==> src/hdl/lcps_pkg.sv <==
// Constants for the local configuration parameter store
package lcps_pkg;
  // Clock and timing
  localparam int CLK_HZ = 20_000_000;
  localparam int DEBOUNCE_MS = 10;
  localparam int DEBOUNCE_CYC_DFLT = DEBOUNCE_MS * (CLK_HZ / 1000);
  localparam int BUSY_US = 100;
  localparam int BUSY_CYC = BUSY_US * (CLK_HZ / 1_000_000);
  localparam int BUSY_W = 12;
  // Fine delay: 0.16 ns steps up to 40.80 ns
  localparam int FINE_STEP_PS = 160;
  localparam int FINE_MAX_PS = 40800;
  localparam logic [7:0] FINE_MAX = 8'(FINE_MAX_PS / FINE_STEP_PS);
  // Horizontal delay: 37 ns steps
  localparam int HDLY_STEP_NS = 37;
  localparam int HDLY_MAX_525_NS = 63418;
  localparam int HDLY_MAX_625_NS = 63862;
  localparam logic [10:0] HDLY_MAX_525 = 11'(HDLY_MAX_525_NS / HDLY_STEP_NS);
  localparam logic [10:0] HDLY_MAX_625 = 11'(HDLY_MAX_625_NS / HDLY_STEP_NS);
  // Vertical delay in lines
  localparam logic [9:0] VDLY_MAX_525 = 10'd524;
  localparam logic [9:0] VDLY_MAX_625 = 10'd624;
  // Reset values
  localparam logic [7:0] FINE_RST = 8'h00;
  localparam logic [10:0] HDLY_RST = 11'h000;
  localparam logic [9:0] VDLY_RST = 10'h000;
  localparam int FLG_W = 11;
  localparam logic [FLG_W-1:0] FLAGS_RST = 11'h000;
  // Flag bit positions
  localparam int FLG_LOCK_VIDEO = 0;
  localparam int FLG_XCR = 1;
  localparam int FLG_TEST_LIN = 2;
  localparam int FLG_TEST_EN = 3;
  localparam int FLG_FRZ_AUTO = 4;
  localparam int FLG_FRZ_FORCE = 5;
  localparam int FLG_FRZ_FIELD = 6;
  localparam int FLG_FRZ_F2 = 7;
  localparam int FLG_FRZ_BLACK = 8;
  localparam int FLG_STD_MANUAL = 9;
  localparam int FLG_STD_625 = 10;
  // Register offsets
  localparam logic [7:0] REG_FINE = 8'h00;
  localparam logic [7:0] REG_HDLY = 8'h04;
  localparam logic [7:0] REG_VDLY = 8'h08;
  localparam logic [7:0] REG_FLAGS = 8'h0c;
  localparam logic [7:0] REG_STATUS = 8'h10;
  // Rotary positions
  localparam logic [3:0] POS_0 = 4'h0;
  localparam logic [3:0] POS_1 = 4'h1;
  localparam logic [3:0] POS_2 = 4'h2;
  localparam logic [3:0] POS_3 = 4'h3;
  localparam logic [3:0] POS_4 = 4'h4;
  localparam logic [3:0] POS_5 = 4'h5;
  localparam logic [3:0] POS_6 = 4'h6;
  localparam logic [3:0] POS_7 = 4'h7;
  localparam logic [3:0] POS_8 = 4'h8;
  localparam logic [3:0] POS_A = 4'ha;
  localparam logic [3:0] POS_C = 4'hc;
  localparam logic [3:0] POS_D = 4'hd;
  localparam logic [3:0] POS_IDLE = 4'he;
  localparam logic [3:0] POS_RECALL = 4'hf;
endpackage : lcps_pkg

==> src/hdl/lcps_store.sv <==
// Configuration store with rotary/paddle front end and register port
//
// The implementer's own choices: the register addresses and strobed register access.
`timescale 1ns/1ns
module lcps_store
  import lcps_pkg::*;
#(
  parameter int DEBOUNCE_CYC = DEBOUNCE_CYC_DFLT
) (
  input wire logic clk,
  input wire logic reset,
  input wire logic [3:0] func_pos,
  input wire logic func_bank,
  input wire logic paddle_up,
  input wire logic paddle_dn,
  input wire logic remote_lockout_jumper,
  input wire logic detected_625,
  input wire logic reference_present,
  input wire logic [7:0] addr,
  input wire logic [31:0] wr_data,
  input wire logic wr_strobe,
  input wire logic rd_strobe,
  output logic [31:0] rd_data,
  output logic bank_select_led,
  output logic config_activity_led,
  output logic [7:0] fine_delay,
  output logic [10:0] h_delay,
  output logic [9:0] v_delay,
  output logic line_625,
  output logic lock_to_video,
  output logic delay_mode,
  output logic cross_colour_removal,
  output logic test_linearity,
  output logic test_mode,
  output logic freeze_auto,
  output logic freeze_force,
  output logic freeze_field_mode,
  output logic freeze_field2,
  output logic freeze_black
);

  logic [FLG_W-1:0] flags;
  logic [1:0] raw;
  logic [1:0] press;
  logic press_up;
  logic press_dn;
  logic [10:0] hdly_max;
  logic [9:0] vdly_max;
  logic remote_ok;
  logic [BUSY_W-1:0] busy_cnt;

  assign raw = {paddle_dn, paddle_up};
  assign press_up = press[0];
  assign press_dn = press[1];

  // Debounce both paddle contacts; a press is the settled rising edge
  // Settled level and pulse live per contact, so each has one writer
  for (genvar i = 0; i < 2; i++) begin : g_deb
    logic [19:0] cnt;
    logic settled;
    logic pulse;
    always_ff @(posedge clk) begin
      if (reset) begin
        cnt <= 20'h00000;
        settled <= 1'b0;
        pulse <= 1'b0;
      end else begin
        pulse <= 1'b0;
        if (raw[i] == settled) begin
          cnt <= 20'h00000;
        end else if (cnt == 20'(DEBOUNCE_CYC - 1)) begin
          cnt <= 20'h00000;
          settled <= raw[i];
          pulse <= raw[i];
        end else begin
          cnt <= cnt + 20'h00001;
        end
      end
    end
    assign press[i] = pulse;
  end

  assign line_625 = flags[FLG_STD_MANUAL] ? flags[FLG_STD_625] : detected_625;
  assign hdly_max = line_625 ? HDLY_MAX_625 : HDLY_MAX_525;
  assign vdly_max = line_625 ? VDLY_MAX_625 : VDLY_MAX_525;
  // Remote writes refused while the lockout jumper is fitted
  assign remote_ok = wr_strobe && !remote_lockout_jumper;

  // Delay parameters; local paddle takes priority over a remote write
  always_ff @(posedge clk) begin
    if (reset) begin
      fine_delay <= FINE_RST;
      h_delay <= HDLY_RST;
      v_delay <= VDLY_RST;
    end else if (press_dn && !func_bank && func_pos == POS_RECALL) begin
      fine_delay <= FINE_RST;
      h_delay <= HDLY_RST;
      v_delay <= VDLY_RST;
    end else if ((press_up || press_dn) && func_bank) begin
      case (func_pos)
        POS_1: begin
          if (press_up && fine_delay < FINE_MAX) begin
            fine_delay <= fine_delay + 8'h01;
          end else if (press_dn && fine_delay != 8'h00) begin
            fine_delay <= fine_delay - 8'h01;
          end
        end
        POS_2: begin
          if (press_up && h_delay < hdly_max) begin
            h_delay <= h_delay + 11'h001;
          end else if (press_dn && h_delay != 11'h000) begin
            h_delay <= h_delay - 11'h001;
          end
        end
        POS_3: begin
          if (press_up && v_delay < vdly_max) begin
            v_delay <= v_delay + 10'h001;
          end else if (press_dn && v_delay != 10'h000) begin
            v_delay <= v_delay - 10'h001;
          end
        end
        default: begin
        end
      endcase
    end else if (remote_ok) begin
      // Field values above the limit are clamped to it; wr_data bits above the field are dropped
      if (addr == REG_FINE) begin
        fine_delay <= (wr_data[7:0] > FINE_MAX) ? FINE_MAX : wr_data[7:0];
      end else if (addr == REG_HDLY) begin
        h_delay <= (wr_data[10:0] > hdly_max) ? hdly_max : wr_data[10:0];
      end else if (addr == REG_VDLY) begin
        v_delay <= (wr_data[9:0] > vdly_max) ? vdly_max : wr_data[9:0];
      end
    end
  end

  // Two-state settings; position E of bank two falls to default
  always_ff @(posedge clk) begin
    if (reset) begin
      flags <= FLAGS_RST;
    end else if (press_dn && !func_bank && func_pos == POS_RECALL) begin
      flags <= FLAGS_RST;
    end else if ((press_up || press_dn) && func_bank) begin
      case (func_pos)
        POS_0: flags[FLG_LOCK_VIDEO] <= press_up;
        POS_4: flags[FLG_FRZ_AUTO] <= press_dn;
        POS_5: flags[FLG_FRZ_FORCE] <= press_dn;
        POS_6: flags[FLG_FRZ_FIELD] <= press_up;
        POS_7: flags[FLG_FRZ_F2] <= press_dn;
        POS_8: flags[FLG_FRZ_BLACK] <= press_dn;
        POS_A: flags[FLG_XCR] <= press_up;
        POS_C: flags[FLG_TEST_LIN] <= press_dn;
        POS_D: flags[FLG_TEST_EN] <= press_up;
        default: begin
        end
      endcase
    end else if ((press_up || press_dn) && !func_bank) begin
      case (func_pos)
        POS_0: flags[FLG_STD_MANUAL] <= press_dn;
        POS_1: flags[FLG_STD_625] <= press_dn;
        default: begin
        end
      endcase
    end else if (remote_ok && addr == REG_FLAGS) begin
      flags <= wr_data[FLG_W-1:0];
    end
  end

  assign lock_to_video = flags[FLG_LOCK_VIDEO];
  assign cross_colour_removal = flags[FLG_XCR];
  assign test_linearity = flags[FLG_TEST_LIN];
  assign test_mode = flags[FLG_TEST_EN];
  assign freeze_auto = flags[FLG_FRZ_AUTO];
  assign freeze_force = flags[FLG_FRZ_FORCE];
  assign freeze_field_mode = flags[FLG_FRZ_FIELD];
  assign freeze_field2 = flags[FLG_FRZ_F2];
  assign freeze_black = flags[FLG_FRZ_BLACK];
  assign delay_mode = flags[FLG_LOCK_VIDEO] || !reference_present;
  assign bank_select_led = func_bank;

  // Activity LED held for a visible time after init or any change
  always_ff @(posedge clk) begin
    if (reset) begin
      busy_cnt <= BUSY_W'(BUSY_CYC);
    end else if (press_up || press_dn || remote_ok) begin
      busy_cnt <= BUSY_W'(BUSY_CYC);
    end else if (busy_cnt != '0) begin
      busy_cnt <= busy_cnt - BUSY_W'(1);
    end
  end
  assign config_activity_led = (busy_cnt != '0);

  // Read port: data valid the cycle after the strobe, else zero
  always_ff @(posedge clk) begin
    if (reset || !rd_strobe) begin
      rd_data <= 32'h00000000;
    end else if (addr == REG_FINE) begin
      rd_data <= {24'h000000, fine_delay};
    end else if (addr == REG_HDLY) begin
      rd_data <= {21'h000000, h_delay};
    end else if (addr == REG_VDLY) begin
      rd_data <= {22'h000000, v_delay};
    end else if (addr == REG_FLAGS) begin
      rd_data <= {21'h000000, flags};
    end else if (addr == REG_STATUS) begin
      rd_data <= {24'h000000, remote_lockout_jumper, line_625,
                  config_activity_led, func_bank, func_pos};
    end else begin
      rd_data <= 32'h00000000;
    end
  end
endmodule : lcps_store
==> config.mk <==
export PLATFORM = sky130hd
export DESIGN_NAME = lcps_store
export DESIGN_NICKNAME = d
export VERILOG_FILES = /design/src/hdl/lcps_pkg.sv /design/src/hdl/lcps_store.sv
export SDC_FILE = /design/constraint.sdc
export NUM_CORES = 1
export LEC_CHECK = 0
export BUFFER_PORTS_ARGS = -buffer_cell sky130_fd_sc_hd__buf_2
export CAP_MARGIN = 20
export CORE_MARGIN = 2
export CORE_UTILIZATION = 45
export CTS_BUF_LIST = sky130_fd_sc_hd__clkbuf_4
export CTS_CLUSTER_DIAMETER = 120
export DETAILED_ROUTE_END_ITERATION = 12
export MAX_ROUTING_LAYER = met4
export PLACE_DENSITY = 0.67
export SLEW_MARGIN = 20
export SYNTH_ARGS = -nofsm -noshare
export SYNTH_HDL_FRONTEND = slang
export SYNTH_SLANG_ARGS = --single-unit
==> constraint.sdc <==
create_clock -name clk -period 4.2 [get_ports clk]
set_input_delay 0.42 -clock clk [delete_from_list [all_inputs] [get_ports clk]]
set_output_delay 0.42 -clock clk [all_outputs]
set_load 0.1 [all_outputs]
# ---- Word level (Yosys, flattened, before mapping)
# Cells that the tools add are included.
dict set report word_totals {
  ff_bits 128
  latchBits 0
  mem_bits_rw 0
  rom_bits 0
  inputBits 54
  output_inout_bits 74
  elab_cells 187
  memories 0
}
dict set report classes {
  n_addsub 9
  mul 0
  n_div 0
  order_cmp 6
  eq_ne 40
  shift 0
  mux 47
  n_bitwise 5
  reduce_logical 56
}
# operator count
set ops {}
lappend ops {{11-bit 2-to-1 mux} 12}
lappend ops {{10-bit 2-to-1 mux} 9}
lappend ops {{8-bit 2-to-1 mux} 9}
lappend ops {{20-bit by 1-bit adder with 20-bit output (second input constant)} 2}
lappend ops {{20-bit by 18-bit == test with 1-bit output (second input constant)} 2}
lappend ops {{3-bit AND reduction} 11}
lappend ops {{2-bit by 1-bit != test with 1-bit output (second input constant)} 14}
lappend ops {{4-bit == test (second input constant)} 5}
lappend ops {{9-bit 2-to-1 mux} 2}
lappend ops {{4-bit by 3-bit == test with 1-bit output (second input constant)} 4}
lappend ops {{8-bit by 4-bit == test with 1-bit output (second input constant)} 2}
lappend ops {{1-bit logical AND} 12}
lappend ops {{1-bit 2-to-1 mux} 12}
lappend ops {{12-bit nonzero test} 1}
lappend ops {{2-bit nonzero test} 6}
lappend ops {{3-bit OR reduction} 4}
lappend ops {{12-bit by 1-bit subtractor with 12-bit output (second input constant)} 1}
lappend ops {{11-bit by 1-bit adder with 11-bit output (second input constant)} 1}
lappend ops {{11-bit greater-than comparator} 1}
lappend ops {{11-bit < comparator} 1}
lappend ops {{11-bit nonzero test} 1}
lappend ops {{11-bit by 1-bit subtractor with 11-bit output (second input constant)} 1}
lappend ops {{10-bit by 1-bit adder with 10-bit output (second input constant)} 1}
lappend ops {{10-bit greater-than comparator} 1}
lappend ops {{29 further kinds} 48}

# ---- Depth between registers and ports, before layout
# Gate-level depths: netlist (run 1).
dict set report depth {
  depth_word 9
  ltp_mapped 15
  depth_no_buf 15
}

# ---- Worst setup path after synthesis (run 1)
# OpenSTA, ideal clock, no wires.
dict set report synth_timing {
  kind {register to register}
  start {reg flags[9]}
  end {reg v_delay[8]}
  setup_ns 0.117
  arrival_ns 3.744
  required_time_ns 4.083
  path_slack_ns 0.340
  stages_incl_launch_ff 15
  n_path_buf 0
  synth_period_minus_slack_ns 3.860
  cell_sequence {dfxtp_1 mux2i_2 inv_2 ha_1 nor4_4 o31ai_2 a41o_4 ha_1 nor2b_1 o31a_1 o32ai_1 xor2_1 o22ai_1 nor2_1 nor2_1}
}
dict set report synth_via {
  elab_chain_cells 9
  word_cells_on_any_way 15
  classes_between {order compare: 2; eq/ne: 1; mux: 10; reduce/logical: 2}
}
# element line
set synth_rtl {}
lappend synth_rtl {{start, declared} lcps_store.sv:42} ;# logic [FLG_W-1:0] flags;
lappend synth_rtl {{start signal, assigned by index} lcps_store.sv:145} ;# POS_0: flags[FLG_LOCK_VIDEO] <= press_up;
lappend synth_rtl {{start signal, assigned by index} lcps_store.sv:146} ;# POS_4: flags[FLG_FRZ_AUTO] <= press_dn;
lappend synth_rtl {{start signal, assigned by index} lcps_store.sv:147} ;# POS_5: flags[FLG_FRZ_FORCE] <= press_dn;
lappend synth_rtl {{1-bit 2-to-1 mux *} lcps_store.sv:83} ;# assign line_625 = flags[FLG_STD_MANUAL] ? flags[FLG_STD_625] : detected_625;
lappend synth_rtl {{net line_625} lcps_store.sv:29} ;# output logic line_625,
lappend synth_rtl {{7-bit 2-to-1 mux *} lcps_store.sv:85} ;# assign vdly_max = line_625 ? VDLY_MAX_625 : VDLY_MAX_525;
lappend synth_rtl {{10-bit greater-than comparator} lcps_store.sv:132} ;# v_delay <= (wr_data[9:0] > vdly_max) ? vdly_max : wr_data[9:0];
lappend synth_rtl {{10-bit 2-to-1 mux} lcps_store.sv:132}
lappend synth_rtl {{10-bit 2-to-1 mux} lcps_store.sv:131} ;# end else if (addr == REG_VDLY) begin
lappend synth_rtl {{10-bit 2-to-1 mux} lcps_store.sv:129} ;# end else if (addr == REG_HDLY) begin
lappend synth_rtl {{10-bit 2-to-1 mux} lcps_store.sv:127} ;# if (addr == REG_FINE) begin
lappend synth_rtl {{10-bit 2-to-1 mux} lcps_store.sv:125} ;# end else if (remote_ok) begin
lappend synth_rtl {{10-bit 2-to-1 mux} lcps_store.sv:99} ;# end else if ((press_up || press_dn) && func_bank) begin
lappend synth_rtl {{end signal, assigned} lcps_store.sv:117} ;# v_delay <= v_delay + 10'h001;
lappend synth_rtl {{end signal, assigned} lcps_store.sv:119} ;# v_delay <= v_delay - 10'h001;
lappend synth_rtl {{end signal, assigned} lcps_store.sv:132}
lappend synth_rtl {{end, declared} lcps_store.sv:28} ;# output logic [9:0] v_delay,
# The timed path passes the listed nets; every way through them passes the cells marked *. The select of a mux whose other input is x is not followed.
# A chain may end at the register's enable or synchronous reset.

# ---- Final worst setup path (run 1)
dict set report layout_timing {
  start {reg flags[9]}
  end {reg v_delay[8]}
}
dict set report layout_via {
  elab_chain_cells 9
  word_cells_on_any_way 15
  classes_between {order compare: 2; eq/ne: 1; mux: 10; reduce/logical: 2}
}
# element line
set layout_rtl {}
lappend layout_rtl {{1-bit 2-to-1 mux *} lcps_store.sv:83}
lappend layout_rtl {{7-bit 2-to-1 mux *} lcps_store.sv:85}
lappend layout_rtl {{10-bit greater-than comparator} lcps_store.sv:132}
lappend layout_rtl {{10-bit 2-to-1 mux} lcps_store.sv:132}
lappend layout_rtl {{10-bit 2-to-1 mux} lcps_store.sv:131}
lappend layout_rtl {{10-bit 2-to-1 mux} lcps_store.sv:129}
lappend layout_rtl {{10-bit 2-to-1 mux} lcps_store.sv:127}
lappend layout_rtl {{10-bit 2-to-1 mux} lcps_store.sv:125}
lappend layout_rtl {{10-bit 2-to-1 mux} lcps_store.sv:99}
# Every way passes the cells marked *; elsewhere a longest branch is shown, timed or not. The select of a mux whose other input is x is not followed.

==> out/summary.txt, run 1 <==
Pre-antenna DRT Iters: 5
ys flop type: dfxtp_1
Finish-stage setup viols: 0
type of destination of the critical path: flop
commonest non-fill, non-tap cell in the layout: nor2_1
Post-Syn Instances: 839
largest net degree at the start of global routing: 41
Post-synth EDFFs: 0
min Tclk post-route: 3.72 ns
RD Place Congestion: 0.968
WP buf/inv: 2
Worst Hold Class: primary input to flop
Leak Pwr: 3.01 nW
final hold vios: 0
CTS clock-pin slew for the worst setup and hold paths: 0.18 ns
Final period util: 88.5%
Non-Filler Instances: 1103
htree depth: 3
layout cells sized above 1: 14.4%
commonest non-fill, non-tap cells in the layout: nor2_1, dfxtp_1, buf_2, nand2_1, xnor2_1
cell row count: 45
Post-Route WL: 19000 microns
relative slew slack: 33.2%
crit path cell chain: mux2i_2 -> buf_4 -> inv_2 -> ha_1 -> nor4_4 -> o31ai_2 -> a41o_4 -> ha_1 -> nor2b_1 -> o31a_1 -> o32ai_1 -> xor2_1 -> o22ai_1 -> nor2_1 -> nor2_1
pwr/cell area: 262 nW/um^2
HPWL Detailed: 14100 microns
Synth Register Bits: 107
final core utilization: 50.0%
Setup WS pre-CTS: 0.441 ns
Die Span Y: 128 microns
clk_lat worst skew: 0.52 ns
critical path's slowest cell: dfxtp_1
fin. max-slew vios: 0
sw frac: 28.9%
CTS sink cnt: 107
CP max stage delay: 0.41 ns
Final Power: 1.97 mW
port bufs: 85
Distinct cells, synth: 77
Placed Instances: 1086
1st-iter DRT viols: 508
die width: 128 microns
CP max FO: 11
sequential group share of total power: 52.5%
Via Count: 6327
post-cts resize count: 0
global-route wire length before repair: 30500 microns
Area Growth Syn to Fin: 9.57%
Worst Skew: 0.0289 ns
post-synthesis average cell area: 8.20 sq um
vias in the first global route: 5888
setup TNS: 0 ns
postcts setup bufs: 0
CTS Buf Count: 9
initial antenna violation count: 1
Initial Util: 45.6%
FMAX: 269 MHz
Comb pwr share: 13.2%
Final WS setup: 0.483 ns
Synth Cell Area: 6880 sq um
WP data required: 4.61 ns
RSZ-0062 raised after global routing: no
total track usage: 24.5%
clock tree buffer depth: 2
# hold bufs at CTS: 0
Startpoint Class: flop
global route overflow: 0
post-route ant nets: 0
worst-margin pin slew: 1.00 ns
P_int: 1.40 mW
CTS tree: done
Switch Pwr: 570 uW
drt drc: 0
Routed wire per std cell: 17.2 microns
nets: 1006
CP Class: flop to flop
ys async rst share: 0%
clock network fraction of total power: 34.3%
Max rail drop VDD: 0.208 mV
Worst Path Arrival: 4.13 ns
Max-cap violations: 0
critical path's top delay family: compound AO/OA/AOI/OAI gates
drt via density: 5.74
worst reg-to-reg setup slack: 0.48 ns
clk root buf: clkbuf_4
# IOs: 128
Yosys warning total: 0
status: complete, no violations
core area: 15100 sq um
register area share after synthesis: 31.1%
Die Area: 16300 sq um
[routing by layer]
metal	wire length, microns	track usage [%]	part of all wire, %	up-vias
met5	0	-	0	-
met4	369	6.53	1.9	0
met3	1250	6.01	6.6	35
met2	8840	39.2	47	197
met1	8550	31.1	45	2949
li1	-	-	-	3146
[final timing paths]
path | from | to | depth (start not counted)
max | flags[9] | v_delay[8] | 15
min | paddle_up | g_deb[0].pulse | 2
max reg2reg | flags[9] | v_delay[8] | 15
min reg2reg | g_deb[1].cnt[0] | g_deb[1].cnt[0] | 1
[cell families (layout without fill, tap and decap cells)]
logic type	Yosys count	count (layout)	share of synthesized area, %
and+or+nand+nor	316	316	22.8
AOI/OAI and AO/OA	213	213	21.2
DFF	107	107	31.1
buffers and inverters	81	136	6.46
xor gates and xnor gates	68	68	8.66
adders and majority gates	43	43	8.15
muxes	10	10	1.51
other	1	22	0.0545
[stage by stage]
step           cell area [sq um]  hold WS (ns)
3_5_place_dp                7340         0.442
3_3_place_gp                7340         0.431
6_report                    7540         0.156
4_1_cts                     7530         0.128
2_1_floorplan               6960         0.418
5_1_grt                     7540         0.111
[power by group through the flow]
stage | clock network [mW] | logic [mW] | registers, mW
global placement | 0 | 0.256 | 1.06
floorplan | 0 | 0.211 | 1.06
detailed placement | 0 | 0.257 | 1.06
global route | 0.739 | 0.279 | 1.04
finish | 0.677 | 0.260 | 1.04
CTS | 0.696 | 0.258 | 1.04
[registers in the layout, indices dropped and copies added (netlist names)]
name,cells
busy_cnt,12
fine_delay,8
flags,11
g_deb.cnt,40
g_deb.pulse,2
g_deb.settled,2
h_delay,11
rd_data,11
v_delay,10
[final cells by class]
cell class	instances	area, sq um
timing repair buffer	93	485
tap	188	235
clock buffer	11	82.6
multi-input combinational	671	4380
fill	1514	7550
sequential	107	2140
antenna	1	2.50
clock inverter	5	110
inverter	27	101
[synthesized netlist by cell type, types with 3 or more instances]
cell       number  area share, %
fa_1            3           0.87
xnor2_1        41            5.2
a311oi_1        5           0.64
o2111ai_1       4           0.51
and4_1          4           0.51
nand2_1        72            3.9
nand3b_1        5           0.55
a221oi_1       10            1.3
nor2b_1         9           0.82
inv_1          25            1.4
mux2i_1         9            1.3
clkbuf_1       15           0.82
nand2b_1        7           0.64
nand4_1        15            1.4
nor3_1         13           0.95
nor4_1         14            1.3
ha_1           40            7.3
a21o_1         11            1.2
a21oi_1        38            2.8
buf_2           9           0.65
o211a_1         4           0.58
o211ai_1        7           0.76
nor4_2          3           0.55
buf_4          23            2.5
and3_1         13            1.2
nor2_1        110            6.0
a211oi_1       18            2.0
nand4b_1        4           0.51
a211o_1         3           0.38
o21ai_0        40            2.9
o21ai_1        10           0.73
nand3_1        26            1.9
o21a_1         11            1.2
or3_1           7           0.64
buf_6           5           0.82
a31oi_1        16            1.5
xor2_1         27            3.4
o22ai_1         7           0.64
dfxtp_1       107             31
[worst reg2reg max path: stages (launching register included)]
cell	delay (ns)
dfxtp_1	0.41
mux2i_2	0.31
buf_4	0.25
inv_2	0.11
ha_1	0.24
nor4_4	0.27
o31ai_2	0.12
a41o_4	0.36
ha_1	0.35
nor2b_1	0.16
o31a_1	0.28
o32ai_1	0.31
xor2_1	0.19
o22ai_1	0.10
nor2_1	0.11
nor2_1	0.05
Note: power is estimated with default switching activity, not from simulation.
==> run 2, diff against run 1 <==
--- a/config.mk
+++ b/config.mk
@@ -8,12 +8,12 @@
 export BUFFER_PORTS_ARGS = -buffer_cell sky130_fd_sc_hd__buf_2
 export CAP_MARGIN = 20
 export CORE_MARGIN = 2
-export CORE_UTILIZATION = 45
+export CORE_UTILIZATION = 46
 export CTS_BUF_LIST = sky130_fd_sc_hd__clkbuf_4
 export CTS_CLUSTER_DIAMETER = 120
 export DETAILED_ROUTE_END_ITERATION = 12
 export MAX_ROUTING_LAYER = met4
-export PLACE_DENSITY = 0.67
+export PLACE_DENSITY = 0.68
 export SLEW_MARGIN = 20
 export SYNTH_ARGS = -nofsm -noshare
 export SYNTH_HDL_FRONTEND = slang
==> out/summary.txt, run 2 (synthesis results as in run 1) <==
cell row count: 44
RD Place Congestion: 1.00
WP buf/inv: 2
Setup WS pre-CTS: 0.444 ns
worst hold slack: 0.208 ns
sw frac: 31.0%
total track usage: 24.4%
CP max FO: 12
Worst Hold Class: primary input to flop
commonest non-fill, non-tap cells in the layout: nor2_1, dfxtp_1, buf_2, nand2_1, xnor2_1
Worst Skew: 0.0251 ns
Routed wire per std cell: 17.1 microns
largest net degree at the start of global routing: 42
nets: 1007
Max-cap violations: 0
CP Class: flop to flop
Initial Util: 47.2%
sequential group share of total power: 56.1%
clk_lat worst skew: 0.50 ns
critical path's top delay family: compound AO/OA/AOI/OAI gates
post-route ant nets: 0
Final WS setup: 0.521 ns
Via Count: 6411
Post-Place Cell Area: 7340 sq um
WP data required: 4.61 ns
post-cts resize count: 0
Area Growth Syn to Fin: 8.86%
Final period util: 87.6%
critical path's slowest cell: dfxtp_1
Post-Route WL: 18900 microns
max FFs per register: 40
commonest non-fill, non-tap cell in the layout: nor2_1
# hold bufs at CTS: 0
drt drc: 0
Pre-antenna DRT Iters: 5
P_int: 1.27 mW
global-route wire length before repair: 30700 microns
CP max stage delay: 0.41 ns
setup TNS: 0 ns
RSZ-0062 raised after global routing: no
1st-iter DRT viols: 516
filler cell count: 1444
Finish-stage setup viols: 0
worst-margin pin slew: 0.987 ns
post-route cell area: 7490 sq um
relative slew slack: 33.6%
fin. max-slew vios: 0
pwr/cell area: 247 nW/um^2
Startpoint Class: flop
global route overflow: 0
vias in the first global route: 5989
port bufs: 85
status: complete, no violations
CTS clock-pin slew for the worst setup and hold paths: 0.16 ns
Worst Path Arrival: 4.09 ns
CTS sink cnt: 107
core area: 14600 sq um
Comb pwr share: 14.1%
worst reg-to-reg setup slack: 0.52 ns
largest registers: g_deb.cnt x40, busy_cnt x12
HPWL Detailed: 14000 microns
Crit path top cell by count: o2111ai_1
Die Span Y: 126 microns
crit path cell chain: mux2i_2 -> buf_4 -> ha_1 -> a211o_1 -> o2111ai_1 -> a21o_1 -> nand2_1 -> inv_1 -> fa_1 -> nor2b_1 -> o2111ai_1 -> a31oi_1 -> nor4_1 -> o21ai_0 -> o2111ai_1 -> o211a_1
final hold vios: 0
Die Area: 16000 sq um
clk root buf: clkbuf_4
# IOs: 128
clock tree buffer depth: 2
Leak Pwr: 2.98 nW
postcts setup bufs: 0
Switch Pwr: 573 uW
drt via density: 5.81
htree depth: 3
most flop-heavy register: g_deb.cnt
layout cells sized above 1: 14.3%
Max rail drop VDD: 0.165 mV
FMAX: 272 MHz
min Tclk post-route: 3.68 ns
CTS tree: done
die width: 126 microns
initial antenna violation count: 4
clock network fraction of total power: 29.9%
CTS Buf Count: 9
type of destination of the critical path: flop
run 2: cell types whose count changed in the layout (fill, tap and decap cells not counted):
cell,delta
clkbuf_4,-1
nor4_2,-1
o21ai_0,+1
o21ai_1,-1
diode_2,+3
nor4_1,+1
clkinv_2,+1
clkinv_1,+1
bufinv_16,-2
buf_4,+1
clkinv_4,-1
clkinvlp_4,+2
run 2: metrics by stage:
stage	cells	total power, mW	utilization [%]
after CTS	1099	1.86	51.3
after global placement	1083	1.31	50.3
after detailed placement	1083	1.31	50.3
after global routing	1103	1.92	51.3
after floorplan	859	1.27	-
final	1103	1.85	51.3
run 2: area by class of cell:
type	count	area [sq um]	share of cell area, %
antenna	4	10.0	0.134
clock buffer	10	75.1	1.00
clock inverter	6	65.1	0.869
inverter	27	101	1.35
multi-input combinational	671	4370	58.4
sequential	107	2140	28.6
tap	184	230	3.07
timing repair buffer	94	493	6.58
run 2: metal layers:
| metal | up-vias | share of wire, % | track usage (%) |
|---|---|---|---|
| li1 | 3147 | - | - |
| met1 | 3002 | 45 | 31.4 |
| met5 | - | 0 | - |
| met4 | 0 | 2.0 | 7.11 |
| met3 | 25 | 7.1 | 5.15 |
| met2 | 237 | 46 | 39.1 |
run 2: worst paths after layout:
check,to,startpoint,cells past startpoint
max,h_delay[10],flags[9],16
min,g_deb[0].pulse,paddle_up,2
max reg2reg,h_delay[10],flags[9],16
min reg2reg,g_deb[1].cnt[0],g_deb[1].cnt[0],1
run 2: power by group through the flow:
stage	clock network [mW]	registers (mW)	logic, mW
final	0.552	1.04	0.259
after global routing	0.606	1.04	0.278
after CTS	0.565	1.04	0.257
after detailed placement	0	1.06	0.256
after global placement	0	1.06	0.255
after floorplan	0	1.06	0.211
==> run 3, diff against run 2 <==
--- a/config.mk
+++ b/config.mk
@@ -7,13 +7,14 @@
 export LEC_CHECK = 0
 export BUFFER_PORTS_ARGS = -buffer_cell sky130_fd_sc_hd__buf_2
 export CAP_MARGIN = 20
-export CORE_MARGIN = 2
-export CORE_UTILIZATION = 46
+export CELL_PAD_IN_SITES_DETAIL_PLACEMENT = 0
+export CELL_PAD_IN_SITES_GLOBAL_PLACEMENT = 1
+export CORE_UTILIZATION = 43
 export CTS_BUF_LIST = sky130_fd_sc_hd__clkbuf_4
 export CTS_CLUSTER_DIAMETER = 120
 export DETAILED_ROUTE_END_ITERATION = 12
 export MAX_ROUTING_LAYER = met4
-export PLACE_DENSITY = 0.68
+export PLACE_DENSITY_LB_ADDON = 0.1
 export SLEW_MARGIN = 20
 export SYNTH_ARGS = -nofsm -noshare
 export SYNTH_HDL_FRONTEND = slang
==> out/summary.txt, run 3 (synthesis results as in run 1) <==
clock tree buffer depth: 2
postcts setup bufs: 0
post-cts resize count: 0
WP data required: 4.61 ns
R2R depth: 16
Crit path top cell by count: o2111ai_1
cell row count: 45
1st-iter DRT viols: 457
P_int: 1.28 mW
Die Area: 16500 sq um
Worst Hold Class: primary input to flop
worst reg-to-reg setup slack: 0.55 ns
port bufs: 85
filler cell count: 1597
Final WS setup: 0.552 ns
Comb pwr share: 14.1%
max FFs per register: 40
Worst Hold End: g_deb[1].pulse
fin. max-slew vios: 0
post-route ant nets: 0
CTS sink cnt: 107
Via Count: 6395
CTS clock-pin slew for the worst setup and hold paths: 0.17 ns
Startpoint Class: flop
HPWL Detailed: 14900 microns
Area Growth Syn to Fin: 9.27%
commonest non-fill, non-tap cell in the layout: nor2_1
FF-to-FF Start: flags[9]
largest net degree at the start of global routing: 42
Max-cap violations: 0
CTS Buf Count: 9
RD Place Congestion: 0.922
largest registers: g_deb.cnt x40, busy_cnt x12
CP max stage delay: 0.42 ns
Hold Path Depth: 2
# IOs: 128
nets: 1007
Worst Skew: 0.0183 ns
Routed wire per std cell: 17.4 microns
sw frac: 30.7%
most flop-heavy register: g_deb.cnt
global-route wire length before repair: 31400 microns
sequential group share of total power: 55.9%
Max rail drop VDD: 0.160 mV
worst-margin pin slew: 0.925 ns
Finish-stage setup viols: 0
clock network fraction of total power: 30.0%
RSZ-0062 raised after global routing: no
FMAX: 274 MHz
Antenna Cells: 0
final hold vios: 0
multi-input logic area: 4370 sq um
Worst Path Arrival: 4.05 ns
Die Span Y: 128 microns
Leak Pwr: 2.99 nW
critical path's slowest cell: fa_1
CP max FO: 10
total track usage: 25.3%
layout cells sized above 1: 14.4%
min Tclk post-route: 3.65 ns
type of destination of the critical path: flop
Initial Util: 44.6%
pwr/cell area: 247 nW/um^2
drt drc: 0
Switch Pwr: 569 uW
drt via density: 5.68
status: complete, no violations
htree depth: 3
core area: 15400 sq um
Setup WS pre-CTS: 0.474 ns
relative slew slack: 38.1%
vias in the first global route: 5980
clk root buf: clkbuf_4
Pre-antenna DRT Iters: 5
hold path start: paddle_dn
commonest non-fill, non-tap cells in the layout: nor2_1, dfxtp_1, buf_2, nand2_1, xnor2_1
Post-Route WL: 19600 microns
crit path cell chain: mux2i_2 -> buf_4 -> ha_1 -> a211o_1 -> o2111ai_1 -> a21o_1 -> nand2_1 -> inv_1 -> fa_1 -> nor2b_1 -> o2111ai_1 -> a31oi_1 -> nor4_1 -> o21ai_0 -> o2111ai_1 -> o211a_1
global route overflow: 0
die width: 128 microns
Final period util: 86.9%
CTS tree: done
# hold bufs at CTS: 0
setup TNS: 0 ns
Sequential Area: 2140 sq um
initial antenna violation count: 0
clk_lat worst skew: 0.51 ns
CP Class: flop to flop
R2R Path End: h_delay[10]
==> run 3: changes by cell type in the layout (fill, tap and decap cells not counted), sizes merged <==
cell	delta
diode	-4
clkinvlp	-1
clkbuf	+1
==> run 3: per-layer routing <==
metal	track usage, %	up-vias	wire length (microns)
li1	-	3138	-
met1	31.3	3000	9010
met2	40.3	219	8820
met3	4.82	38	1210
met4	10.4	0	519
met5	-	-	0
==> run 3: worst max path at each step <==
stage,from,end
2_1_floorplan,flags[9],v_delay[8]
3_3_place_gp,detected_625,v_delay[8]
3_5_place_dp,detected_625,v_delay[8]
4_1_cts,flags[9],v_delay[8]
5_1_grt,flags[9],h_delay[10]
6_report,flags[9],h_delay[10]
==> run 3: cell type report <==
type                    count  area share (%)
inverters                  27            1.35
repair buffers             94            6.56
flip-flops and latches    107            28.5
well taps                 211            3.51
multi-input cells         671            58.2
clock inverters             5           0.832
clock buffers              11            1.10
==> run 3: worst max-delay path, delay by kind of cell, from the launching register on <==
| kind | cells | cell delay [ns] |
|---|---|---|
| AO/OA/AOI/OAI | 8 | 1.42 |
| adder cells (fa/ha/maj) | 2 | 0.59 |
| buffers and inverters | 2 | 0.29 |
| flip-flops | 1 | 0.41 |
| multiplexers | 1 | 0.27 |
| AND/OR/NAND/NOR | 3 | 0.56 |
==> run 3: power by group through the flow <==
stage	Clock [mW]	Sequential, mW	Combinational (mW)
2_1_floorplan	0	1.06	0.211
5_1_grt	0.612	1.04	0.280
4_1_cts	0.578	1.04	0.261
3_3_place_gp	0	1.06	0.255
6_report	0.557	1.04	0.261
3_5_place_dp	0	1.06	0.260
==> run 3: through the flow <==
stage	hold slack, ns	std cells	area, sq um	utilization, %	total power, mW
after floorplan	0.418	859	6960	-	1.27
after global placement	0.428	1110	7370	47.8	1.31
after detailed placement	0.446	1110	7370	47.8	1.32
after CTS	0.130	1126	7520	48.7	1.88
after global routing	0.138	1126	7520	48.7	1.93
final	0.163	1126	7520	48.7	1.85
